File: src/sfmc_pkg.sv
// Constants and helper functions of the switch forwarding mode register bank
// Functional notes
// - Writable 14-bit ack latency field, resets zero
// - Enable bit selects programmed ack latency value
// - Read-only legacy video decode bit, resets one
// - Management bus or autoload replaces field defaults
// - Bit 0 picks store-forward, else cut-through
// - Bits 2:1 move cut-through start earlier
// - Arbitration bit set: stay on pending port
// - Bit clear: move only to credited requester
// - Credit bit set: release all types together
// - Credit bit clear: release types separately
// - Bit 5 orders packets across egress ports
// - Bit 6 orders completions of different tags
package sfmc_pkg;

  // ****************************************************************
  // Register offsets (byte addresses in configuration space)
  // ****************************************************************
  localparam logic [7:0]  ACK_LAT_OFFSET = 8'h70;   // Ack latency register
  localparam logic [7:0]  OPMODE_OFFSET  = 8'h74;   // Switch operation mode register

  // ****************************************************************
  // Ack latency register layout
  // ****************************************************************
  localparam int          ACK_LAT_LSB    = 0;       // User latency value low bit
  localparam int          ACK_LAT_W      = 14;      // User latency value width
  localparam int          ACK_EN_BIT     = 14;      // User latency enable
  localparam int          VGA_BIT        = 15;      // Legacy video decode enable
  localparam logic [31:0] ACK_LAT_RESET  = 32'h0000_8000; // Value zero, enable 0, video 1
  localparam logic [31:0] ACK_LAT_WMASK  = 32'h0000_7FFF; // Bits software may write
  localparam logic [31:0] ACK_LAT_LMASK  = 32'h0000_FFFF; // Bits a default load may write

  // ****************************************************************
  // Operation mode register layout
  // ****************************************************************
  localparam int          SF_BIT         = 0;       // Store-forward select
  localparam int          THR_LSB        = 1;       // Cut-through threshold low bit
  localparam int          THR_W          = 2;       // Cut-through threshold width
  localparam int          ARB_BIT        = 3;       // Port arbitration mode
  localparam int          CRED_BIT       = 4;       // Credit update mode
  localparam int          ORD_EGR_BIT    = 5;       // Cross egress port ordering
  localparam int          ORD_TAG_BIT    = 6;       // Completion tag ordering
  localparam logic [31:0] OPMODE_RESET   = 32'h0000_0002; // Threshold 01, rest zero
  localparam logic [31:0] OPMODE_WMASK   = 32'h0000_007F; // Implemented bits

  // ****************************************************************
  // Credit types and helpers
  // ****************************************************************
  localparam int          CRED_TYPES     = 3;       // Posted, non-posted, completion

  // Byte-lane merge of a write into a stored word, limited by a mask
  function automatic logic [31:0] sfmc_merge(input logic [31:0] old_word,
                                             input logic [31:0] new_word,
                                             input logic [3:0]  be,
                                             input logic [31:0] mask);
    logic [31:0] lanes;
    lanes = {{8{be[3]}}, {8{be[2]}}, {8{be[1]}}, {8{be[0]}}} & mask;
    return (old_word & ~lanes) | (new_word & lanes);
  endfunction

endpackage

File: src/sfmc_arbiter.sv
// Round-robin port arbiter steered by the port arbitration mode bit
`timescale 1ns/1ns
module sfmc_arbiter #(
  parameter int NPORTS = 4                    // Number of requesting ports
) (
  input  wire logic              clk,           // Core clock
  input  wire logic              reset,         // Synchronous reset, active high
  input  wire logic              hold_mode,     // Stay on granted port while it requests
  input  wire logic [NPORTS-1:0] port_req,      // Packet queued per port
  input  wire logic [NPORTS-1:0] port_credit_ok,// Outgoing credit enough per port
  input  wire logic              pkt_done,      // Granted packet finished
  output logic      [NPORTS-1:0] grant_q,       // One-hot grant
  output logic                   grant_valid_q  // A port holds the grant
);

  localparam int IW = (NPORTS > 1) ? $clog2(NPORTS) : 1;

  // Refuse port counts the index logic cannot serve
  initial begin
    if (NPORTS < 2 || NPORTS > 16) begin
      $error("sfmc_arbiter: NPORTS must be 2 to 16");
    end
  end

  logic [IW-1:0]     idx_q;          // Index of last granted port
  logic [IW-1:0]     idx_d;          // Next index
  logic [NPORTS-1:0] grant_d;        // Next one-hot grant
  logic              grant_valid_d;  // Next grant valid
  logic              keep;           // Current grant stays
  logic [NPORTS-1:0] eligible;       // Requesting with enough credit
  logic [NPORTS-1:0] elig_seen_q;    // Eligibility one cycle back, for checks

  // ****************************************************************
  // Grant selection
  // ****************************************************************
  // Keep or rotate the grant; a new grant needs request and credit
  always_comb begin
    logic [IW-1:0] cand;
    logic          found;
    cand     = '0;
    found    = 1'b0;
    eligible = port_req & port_credit_ok;
    keep     = grant_valid_q && !pkt_done && port_req[idx_q] &&
               (hold_mode || port_credit_ok[idx_q]);
    idx_d         = idx_q;
    grant_d       = grant_q;
    grant_valid_d = grant_valid_q;
    if (!keep) begin
      // Search from the port after the last one granted
      for (int i = 1; i <= NPORTS; i++) begin
        cand = IW'((int'(idx_q) + i) % NPORTS);
        if (!found && eligible[cand]) begin
          found = 1'b1;
          idx_d = cand;
        end
      end
      grant_valid_d = found;
      grant_d       = found ? (NPORTS'(1) << idx_d) : '0;
    end
  end

  // Register the grant
  always_ff @(posedge clk) begin
    if (reset) begin
      idx_q         <= '0;
      grant_q       <= '0;
      grant_valid_q <= 1'b0;
      elig_seen_q   <= '0;
    end else begin
      idx_q         <= idx_d;
      grant_q       <= grant_d;
      grant_valid_q <= grant_valid_d;
      elig_seen_q   <= eligible;
    end
  end

  // ****************************************************************
  // Checks
  // ****************************************************************
  chk_hold_stays: assert property (@(posedge clk) disable iff (reset)
    (hold_mode && grant_valid_q && port_req[idx_q] && !pkt_done)
      |=> (grant_valid_q && $stable(idx_q)))
    else $error("grant left a pending port in hold mode");

  chk_new_credited: assert property (@(posedge clk) disable iff (reset)
    (grant_valid_q && (!$past(grant_valid_q) || $changed(idx_q)))
      |-> elig_seen_q[idx_q])
    else $error("grant moved to a port without request or credit");

  chk_drop_uncredited: assert property (@(posedge clk) disable iff (reset)
    (!hold_mode && grant_valid_q && !port_credit_ok[idx_q])
      |=> (!grant_valid_q || $changed(idx_q)))
    else $error("grant stayed on a port without credit");

endmodule

File: src/sfmc_top.sv
// Upstream port forwarding mode and ack latency register bank
`timescale 1ns/1ns
module sfmc_top #(
  parameter int NPORTS = 4,                   // Ports seen by the arbiter
  parameter int CW     = 8                    // Width of cut-through cycle counts
) (
  input  wire logic                 clk,                 // Core clock, 25 MHz
  input  wire logic                 reset,               // Synchronous reset, active high
  // Configuration space access
  input  wire logic                 cfg_wr,              // Write strobe
  input  wire logic                 cfg_rd,              // Read strobe
  input  wire logic [7:0]           cfg_addr,            // Byte address of the word
  input  wire logic [3:0]           cfg_be,              // Byte enables
  input  wire logic [31:0]          cfg_wdata,           // Write data
  output logic      [31:0]          cfg_rdata_q,         // Read data
  output logic                      cfg_rvalid_q,        // Read data valid pulse
  // Default load from management bus or EEPROM autoload
  input  wire logic                 dflt_wr,             // Load strobe
  input  wire logic [7:0]           dflt_addr,           // Byte address of the word
  input  wire logic [31:0]          dflt_wdata,          // Full word to load
  // Ack latency
  input  wire logic [sfmc_pkg::ACK_LAT_W-1:0] ack_latency_internal, // Latency chosen by core
  output logic      [sfmc_pkg::ACK_LAT_W-1:0] ack_latency_q,        // Latency in use
  output logic                      vga_decode_en_q,     // Legacy video decode active
  // Forwarding mode
  output logic                      store_forward_q,     // 1 store-forward, 0 cut-through
  input  wire logic [CW-1:0]        cut_mid_point,       // Middle cycle of packet
  output logic      [CW-1:0]        cut_start_q,         // Cycle to start forwarding
  output logic                      order_egress_q,      // Order across egress ports
  output logic                      order_tag_q,         // Order completions by tag
  // Port arbitration
  input  wire logic [NPORTS-1:0]    port_req,            // Packet queued per port
  input  wire logic [NPORTS-1:0]    port_credit_ok,      // Enough credit per port
  input  wire logic                 pkt_done,            // Granted packet finished
  output logic      [NPORTS-1:0]    grant_q,             // One-hot grant
  output logic                      grant_valid_q,       // Grant held
  // Credit release to the link partner
  input  wire logic                 credit_tick,         // Credit update opportunity
  input  wire logic [sfmc_pkg::CRED_TYPES-1:0] credit_pending,   // New credit waiting per type
  output logic      [sfmc_pkg::CRED_TYPES-1:0] credit_release_q  // Released types, pulse
);

  localparam int ACKW   = sfmc_pkg::ACK_LAT_W;
  localparam int NTYPES = sfmc_pkg::CRED_TYPES;
  localparam int TW     = (NTYPES > 1) ? $clog2(NTYPES) : 1;

  // Refuse count widths the threshold subtraction cannot serve
  initial begin
    if (CW < sfmc_pkg::THR_W) begin
      $error("sfmc_top: CW must be at least the threshold width");
    end
  end

  // ****************************************************************
  // Register storage
  // ****************************************************************
  logic [31:0] ack_reg_q;     // Ack latency register word
  logic [31:0] ack_reg_d;     // Next value
  logic [31:0] mode_reg_q;    // Operation mode register word
  logic [31:0] mode_reg_d;    // Next value

  // Field views of the stored words
  logic [ACKW-1:0]          user_latency;   // Programmed latency
  logic                     user_lat_en;    // Programmed latency enable
  logic [sfmc_pkg::THR_W-1:0] thr_code;     // Cut-through threshold code
  logic                     arb_hold;       // Arbitration hold mode
  logic                     cred_all;       // Release all credit types at once

  assign user_latency = ack_reg_q[sfmc_pkg::ACK_LAT_LSB +: ACKW];
  assign user_lat_en  = ack_reg_q[sfmc_pkg::ACK_EN_BIT];
  assign thr_code     = mode_reg_q[sfmc_pkg::THR_LSB +: sfmc_pkg::THR_W];
  assign arb_hold     = mode_reg_q[sfmc_pkg::ARB_BIT];
  assign cred_all     = mode_reg_q[sfmc_pkg::CRED_BIT];

  // Next register values: a default load wins over a software write
  always_comb begin
    ack_reg_d  = ack_reg_q;
    mode_reg_d = mode_reg_q;
    if (dflt_wr) begin
      // Load replaces defaults, read-only bits included
      if (dflt_addr == sfmc_pkg::ACK_LAT_OFFSET) begin
        ack_reg_d = dflt_wdata & sfmc_pkg::ACK_LAT_LMASK;
      end
      if (dflt_addr == sfmc_pkg::OPMODE_OFFSET) begin
        mode_reg_d = dflt_wdata & sfmc_pkg::OPMODE_WMASK;
      end
    end else if (cfg_wr) begin
      // Software reaches only the writable bits
      if (cfg_addr == sfmc_pkg::ACK_LAT_OFFSET) begin
        ack_reg_d = sfmc_pkg::sfmc_merge(ack_reg_q, cfg_wdata, cfg_be,
                                         sfmc_pkg::ACK_LAT_WMASK);
      end
      if (cfg_addr == sfmc_pkg::OPMODE_OFFSET) begin
        mode_reg_d = sfmc_pkg::sfmc_merge(mode_reg_q, cfg_wdata, cfg_be,
                                          sfmc_pkg::OPMODE_WMASK);
      end
    end
  end

  // Register the words; reset brings back the defaults
  always_ff @(posedge clk) begin
    if (reset) begin
      ack_reg_q  <= sfmc_pkg::ACK_LAT_RESET;
      mode_reg_q <= sfmc_pkg::OPMODE_RESET;
    end else begin
      ack_reg_q  <= ack_reg_d;
      mode_reg_q <= mode_reg_d;
    end
  end

  // ****************************************************************
  // Read path
  // ****************************************************************
  logic [31:0] rdata_d;   // Next read data
  logic        rvalid_d;  // Next read valid

  // Decode the read address; unmapped words read zero
  always_comb begin
    rvalid_d = cfg_rd;
    rdata_d  = '0;
    if (cfg_rd) begin
      if (cfg_addr == sfmc_pkg::ACK_LAT_OFFSET) begin
        rdata_d = ack_reg_q;
      end else if (cfg_addr == sfmc_pkg::OPMODE_OFFSET) begin
        rdata_d = mode_reg_q;
      end
    end
  end

  // Register read answer
  always_ff @(posedge clk) begin
    if (reset) begin
      cfg_rdata_q  <= '0;
      cfg_rvalid_q <= 1'b0;
    end else begin
      cfg_rdata_q  <= rdata_d;
      cfg_rvalid_q <= rvalid_d;
    end
  end

  // ****************************************************************
  // Mode outputs
  // ****************************************************************
  logic [ACKW-1:0] ack_latency_d;  // Next latency in use
  logic [CW-1:0]   cut_start_d;    // Next cut-through start

  // Pick latency source and place the cut-through start point
  always_comb begin
    ack_latency_d = user_lat_en ? user_latency : ack_latency_internal;
    // Start earlier than the middle by the code, never below zero
    if (cut_mid_point > CW'(thr_code)) begin
      cut_start_d = cut_mid_point - CW'(thr_code);
    end else begin
      cut_start_d = '0;
    end
  end

  // Register the mode outputs
  always_ff @(posedge clk) begin
    if (reset) begin
      ack_latency_q   <= '0;
      vga_decode_en_q <= 1'b1;
      store_forward_q <= 1'b0;
      cut_start_q     <= '0;
      order_egress_q  <= 1'b0;
      order_tag_q     <= 1'b0;
    end else begin
      ack_latency_q   <= ack_latency_d;
      vga_decode_en_q <= ack_reg_q[sfmc_pkg::VGA_BIT];
      store_forward_q <= mode_reg_q[sfmc_pkg::SF_BIT];
      cut_start_q     <= cut_start_d;
      order_egress_q  <= mode_reg_q[sfmc_pkg::ORD_EGR_BIT];
      order_tag_q     <= mode_reg_q[sfmc_pkg::ORD_TAG_BIT];
    end
  end

  // ****************************************************************
  // Credit release
  // ****************************************************************
  logic [TW-1:0]     cred_ptr_q;       // Next type to serve when separate
  logic [TW-1:0]     cred_ptr_d;       // Next pointer
  logic [NTYPES-1:0] credit_release_d; // Next release pulse

  // All pending types at once, or one type per update in turn
  always_comb begin
    logic          found;
    logic [TW-1:0] cand;
    found            = 1'b0;
    cand             = '0;
    cred_ptr_d       = cred_ptr_q;
    credit_release_d = '0;
    if (credit_tick) begin
      if (cred_all) begin
        credit_release_d = credit_pending;
      end else begin
        for (int i = 0; i < NTYPES; i++) begin
          cand = TW'((int'(cred_ptr_q) + i) % NTYPES);
          if (!found && credit_pending[cand]) begin
            found                  = 1'b1;
            credit_release_d[cand] = 1'b1;
            cred_ptr_d             = TW'((int'(cand) + 1) % NTYPES);
          end
        end
      end
    end
  end

  // Register the credit state
  always_ff @(posedge clk) begin
    if (reset) begin
      cred_ptr_q       <= '0;
      credit_release_q <= '0;
    end else begin
      cred_ptr_q       <= cred_ptr_d;
      credit_release_q <= credit_release_d;
    end
  end

  // ****************************************************************
  // Port arbiter
  // ****************************************************************
  // Arbiter follows the arbitration mode bit
  sfmc_arbiter #(
    .NPORTS (NPORTS)
  ) u_arbiter (
    .clk            (clk),
    .reset          (reset),
    .hold_mode      (arb_hold),
    .port_req       (port_req),
    .port_credit_ok (port_credit_ok),
    .pkt_done       (pkt_done),
    .grant_q        (grant_q),
    .grant_valid_q  (grant_valid_q)
  );

  // ****************************************************************
  // Checks
  // ****************************************************************
  chk_reset_defaults: assert property (@(posedge clk)
    $past(reset) |-> (ack_reg_q == sfmc_pkg::ACK_LAT_RESET &&
                      mode_reg_q == sfmc_pkg::OPMODE_RESET))
    else $error("register defaults wrong after reset");

  chk_user_latency: assert property (@(posedge clk) disable iff (reset)
    user_lat_en |=> (ack_latency_q == $past(user_latency)))
    else $error("programmed latency not applied");

  chk_internal_latency: assert property (@(posedge clk) disable iff (reset)
    !user_lat_en |=> (ack_latency_q == $past(ack_latency_internal)))
    else $error("internal latency not applied");

  chk_video_ro: assert property (@(posedge clk) disable iff (reset)
    (cfg_wr && !dflt_wr) |=> $stable(ack_reg_q[sfmc_pkg::VGA_BIT]))
    else $error("software changed the video decode bit");

  chk_default_load: assert property (@(posedge clk) disable iff (reset)
    (dflt_wr && dflt_addr == sfmc_pkg::ACK_LAT_OFFSET)
      |=> (ack_reg_q == ($past(dflt_wdata) & sfmc_pkg::ACK_LAT_LMASK)))
    else $error("default load not taken");

  chk_cut_start: assert property (@(posedge clk) disable iff (reset)
    (cut_mid_point >= 8'h03) |=> (cut_start_q == $past(cut_mid_point) - $past(thr_code)))
    else $error("cut-through start misplaced");

  chk_credit_all: assert property (@(posedge clk) disable iff (reset)
    (credit_tick && cred_all) |=> (credit_release_q == $past(credit_pending)))
    else $error("credit types not released together");

  chk_credit_single: assert property (@(posedge clk) disable iff (reset)
    (credit_tick && !cred_all && credit_pending != '0)
      |=> ($onehot(credit_release_q) && (credit_release_q & ~$past(credit_pending)) == '0))
    else $error("separate credit release wrong");

  chk_order_bits: assert property (@(posedge clk) disable iff (reset)
    ##1 (order_egress_q == $past(mode_reg_q[sfmc_pkg::ORD_EGR_BIT]) &&
         order_tag_q == $past(mode_reg_q[sfmc_pkg::ORD_TAG_BIT])))
    else $error("ordering mode outputs wrong");

  // Forwarding mode output follows the stored select bit one cycle later
  chk_store_forward: assert property (@(posedge clk) disable iff (reset)
    ##1 (store_forward_q == $past(mode_reg_q[sfmc_pkg::SF_BIT])))
    else $error("store-forward output wrong");

endmodule

File: config.mk
export PLATFORM = sky130hd
export DESIGN_NAME = sfmc_top
export DESIGN_NICKNAME = d
export VERILOG_FILES = /design/src/sfmc_pkg.sv /design/src/sfmc_arbiter.sv /design/src/sfmc_top.sv
export SDC_FILE = /design/constraint.sdc
export NUM_CORES = 1
export LEC_CHECK = 0
export BUFFER_PORTS_ARGS = -buffer_cell sky130_fd_sc_hd__buf_2
export CAP_MARGIN = 20
export CORE_MARGIN = 3
export CORE_UTILIZATION = 48
export CTS_BUF_LIST = sky130_fd_sc_hd__clkbuf_16
export DETAILED_ROUTE_END_ITERATION = 6
export GPL_ROUTABILITY_DRIVEN = 1
export PLACE_DENSITY = 0.88
export SYNTH_ARGS = -nofsm -noshare
export SYNTH_HDL_FRONTEND = slang
export SYNTH_SLANG_ARGS = --single-unit
export TNS_END_PERCENT = 30
File: constraint.sdc
create_clock -name clk -period 4.9 [get_ports clk]
set_input_delay 0.49 -clock clk [delete_from_list [all_inputs] [get_ports clk]]
set_output_delay 0.49 -clock clk [all_outputs]
set_load 0.1 [all_outputs]
==> metrics.md <==
| Metric | Value |
|---|---|
| Outcome | complete, no violations |
| Hold Path Class | in -> reg |
| Slowest stage cell, crit path | or4b_1 |
| Mapped cell area | 3572 um2 |
| Met2 Usage GRT | 37.35% |
| Clock Tree Root | clkbuf_16 |
| Worst slew margin | between 30% and 40% |
| Area contributors post-synth | dfxtp_1, mux2i_1, nor2_1, buf_4, a22oi_1 |
| Maximum vdd drop | between 200 and 250 uV |
| Vias in the first global route | between 3000 and 4000 |
| Post-synth EDFFs | 0 |
| Pwr dens | between 400 and 500 nW/um2 |
| CP Class | in -> reg |
| I/O pins | between 150 and 200 |
| Buffer depth of the longest clock path | 2 |
| Iter 0 DRT Violations | 132 |
| Hold_buf cts | 0 |
| Final hold violation count | 0 |
| Die Y | 92.27 um |
| GPL Wtd Cong | 0.8696 |
| Clock Sinks | 78 |
| Row cnt | 30 |
| Area share of the largest cell type after synthesis | a little over two fifths |
| Commonest cells post-synth | dfxtp_1, nor2_1, mux2i_1 |
| Final ANT Viol Nets | 0 |
| Max Cap Violations | 0 |
| Slew Limit Fails | 0 |
| Initial antenna violation count | 0 |
| Post-synth top area cell | dfxtp_1 |
| DP Wirelength | 6.739 mm |
| Ant. Diodes | 0 |
| Largest net degree at the start of global routing | between 60 and 70 |
| DR DRC count | 0 |
| Worst setup EP type | flip-flop |
| Clock skew | roughly 4.7 ps |
| H-tree depth | 3 |
| Die X | just over 90 um |
| Count leader, synth | dfxtp_1 |
| First-pass GRT wire length | between 10 and 15 mm |
| Area after DPL | ~4200 um2 |
| Critical path, cell by cell | buf_2, or4b_1, or3_1, a21o_1, a221oi_1, nor3_1 |
| Critical path peak fanout | 23 |
| Detailed-route vias per instance | about 5.3 |
| Clock Pin Slew Worst Setup and Hold Paths | 60 ps |
| Syn Inst Count | roughly 370 |
| Gr busiest metal | met2 |
| Met1 Use GR | 24.32% |
| Port Buf Inserts | ~140 |
| Total GRT Usage | between 20% and 30% |
| Met3 Use GR | 4.266% |
| Crit path DAT | 2610 ps |
| Synth cell types | 53 |
| Post-synth top flop | dfxtp_1 |
| Sequential area share after synthesis | 43.71% |
| Max incr delay on CP | 500 ps |
| Post-CTS setup buffer count | 0 |
| Number of buffers created by CTS | 9 |
| Core region area | approximately 7000 um2 |
| Post-CTS sizing | 0 |
| Max Freq | roughly 0.41 GHz |
| Final core utilization | between 60% and 70% |
| Setup_tns | 0 ps |
| Asr flop ratio synth | 0% |
| DR pass1 iterations | 4 |
| Fin crit period | approximately 2400 ps |
| RSZ-0062 raised after global routing | false |
| Drt total wl | roughly 9.3 mm |
| Routed via count | 3214 |
| Fin area | about 4600 um2 |
| Static Leak | 2.072 nW |
| WP data required | 5080 ps |
| TritonCTS clock tree | built |
| Total Nets Final | approximately 640 |
| Starting Density | between 50 and 60% |
| Slew @ Worst Pin | roughly 900 ps |
| FF+latch count, synth | slightly below 80 |
| P&R area growth vs syn | 28.30% |
| Layout cell share with drive strength beyond 1 | between 30% and 40% |
| Grt ovf | 0 |
| Syn. warnings | 0 |
| Fill count | 580 |
| Die footprint | between 8000 and 9000 um2 |
| Post-route clock period utilization | between 40 and 50% |
| Worst setup SP type | primary input |
| Final setup violation count | 0 |
| Clk Latency, worst-skew pair | 330 ps |
| Routed len/inst | 15.32 um |
| Syn Area/Cell | ~9.6 um2 |
power by group:
group	internal, mW	switching [mW]
Sequential	0.662	0.0148
Clock	0.453	0.272
Combinational	0.139	0.356
cell usage in the layout (no fill, tap or decap), types with 5 or more instances in the layout:
cell type / count
nand2b_1: 9
ha_1: 7
clkbuf_16: 9
nand3b_1: 12
inv_1: 12
a22oi_1: 12
a22o_1: 10
a211oi_1: 7
and2_1: 10
buf_2: 139
nand2_1: 19
nor2b_1: 10
mux2i_1: 24
dfxtp_1: 78
a211o_1: 5
conb_1: 16
nor2_1: 44
a21oi_1: 12
o31ai_1: 7
flip-flops by register name, summed over array words and instances (netlist names):
| signal | flops |
|---|---|
| cut_start_q | 8 |
| mode_reg_q | 7 |
| cfg_rvalid_q | 1 |
| vga_decode_en_q | 1 |
| order_tag_q | 1 |
| store_forward_q | 1 |
| u_arbiter.idx_q | 2 |
| ack_reg_q | 16 |
| cred_ptr_q | 2 |
| ack_latency_q | 14 |
| cfg_rdata_q | 16 |
| u_arbiter.grant_q | 4 |
| u_arbiter.grant_valid_q | 1 |
| credit_release_q | 3 |
| order_egress_q | 1 |
layout make-up:
class	count	area, um2	area share [%]
repair buffers	142	718.2	15.67
clock buffers	9	225.2	4.914
flip-flops and latches	78	1562	34.07
inverters	12	45.04	0.9828
clock inverters	7	102.6	2.239
multi-input cells	262	1810	39.50
well taps	96	120.1	2.621
final timing paths:
path | slack, ps | start | depth (start not counted) | endpoint
max | 2480 | dflt_wr | 6 | ack_reg_q[7]
min | 390 | ack_latency_internal[9] | 3 | ack_latency_q[9]
max reg2reg | 2650 | u_arbiter.idx_q[1] | 4 | u_arbiter.grant_q[3]
min reg2reg | 470 | mode_reg_q[0] | 1 | cfg_rdata_q[0]
cell families after synthesis:
kind of cell	after synthesis	share of synthesized area [%]
simple gates	124	18.42
compound gates	81	17.79
flops	78	43.71
buf+inv	48	7.180
mux	27	8.301
fa+ha+maj	8	3.012
xor+xnor	6	1.471
other cells	1	0.1050
per-stage QoR:
stage	worst slack [ps]	total power [mW]	hold WS (ps)	instances
CTS	2483	1.905	384.6	604
finish	2480	1.897	392.0	606
detailed placement	2150	1.181	447.1	588
global route	2344	1.975	398.5	606
global placement	2179	1.168	444.6	588
floorplan	2692	1.091	433.2	388
critical path: cells and delay by family:
kind	cells	cell delay, ps
AOI/OAI and AO/OA	2	690
and+or+nand+nor	3	1060
buffers and inverters	1	370
layer usage:
layer  wire, um  vias to the layer above
met5          0                        -
li1           -                     1558
met4        218                        0
met2       4789                      134
met1       3674                     1502
met3        599                       20
Power figures use the tool's default switching activity.
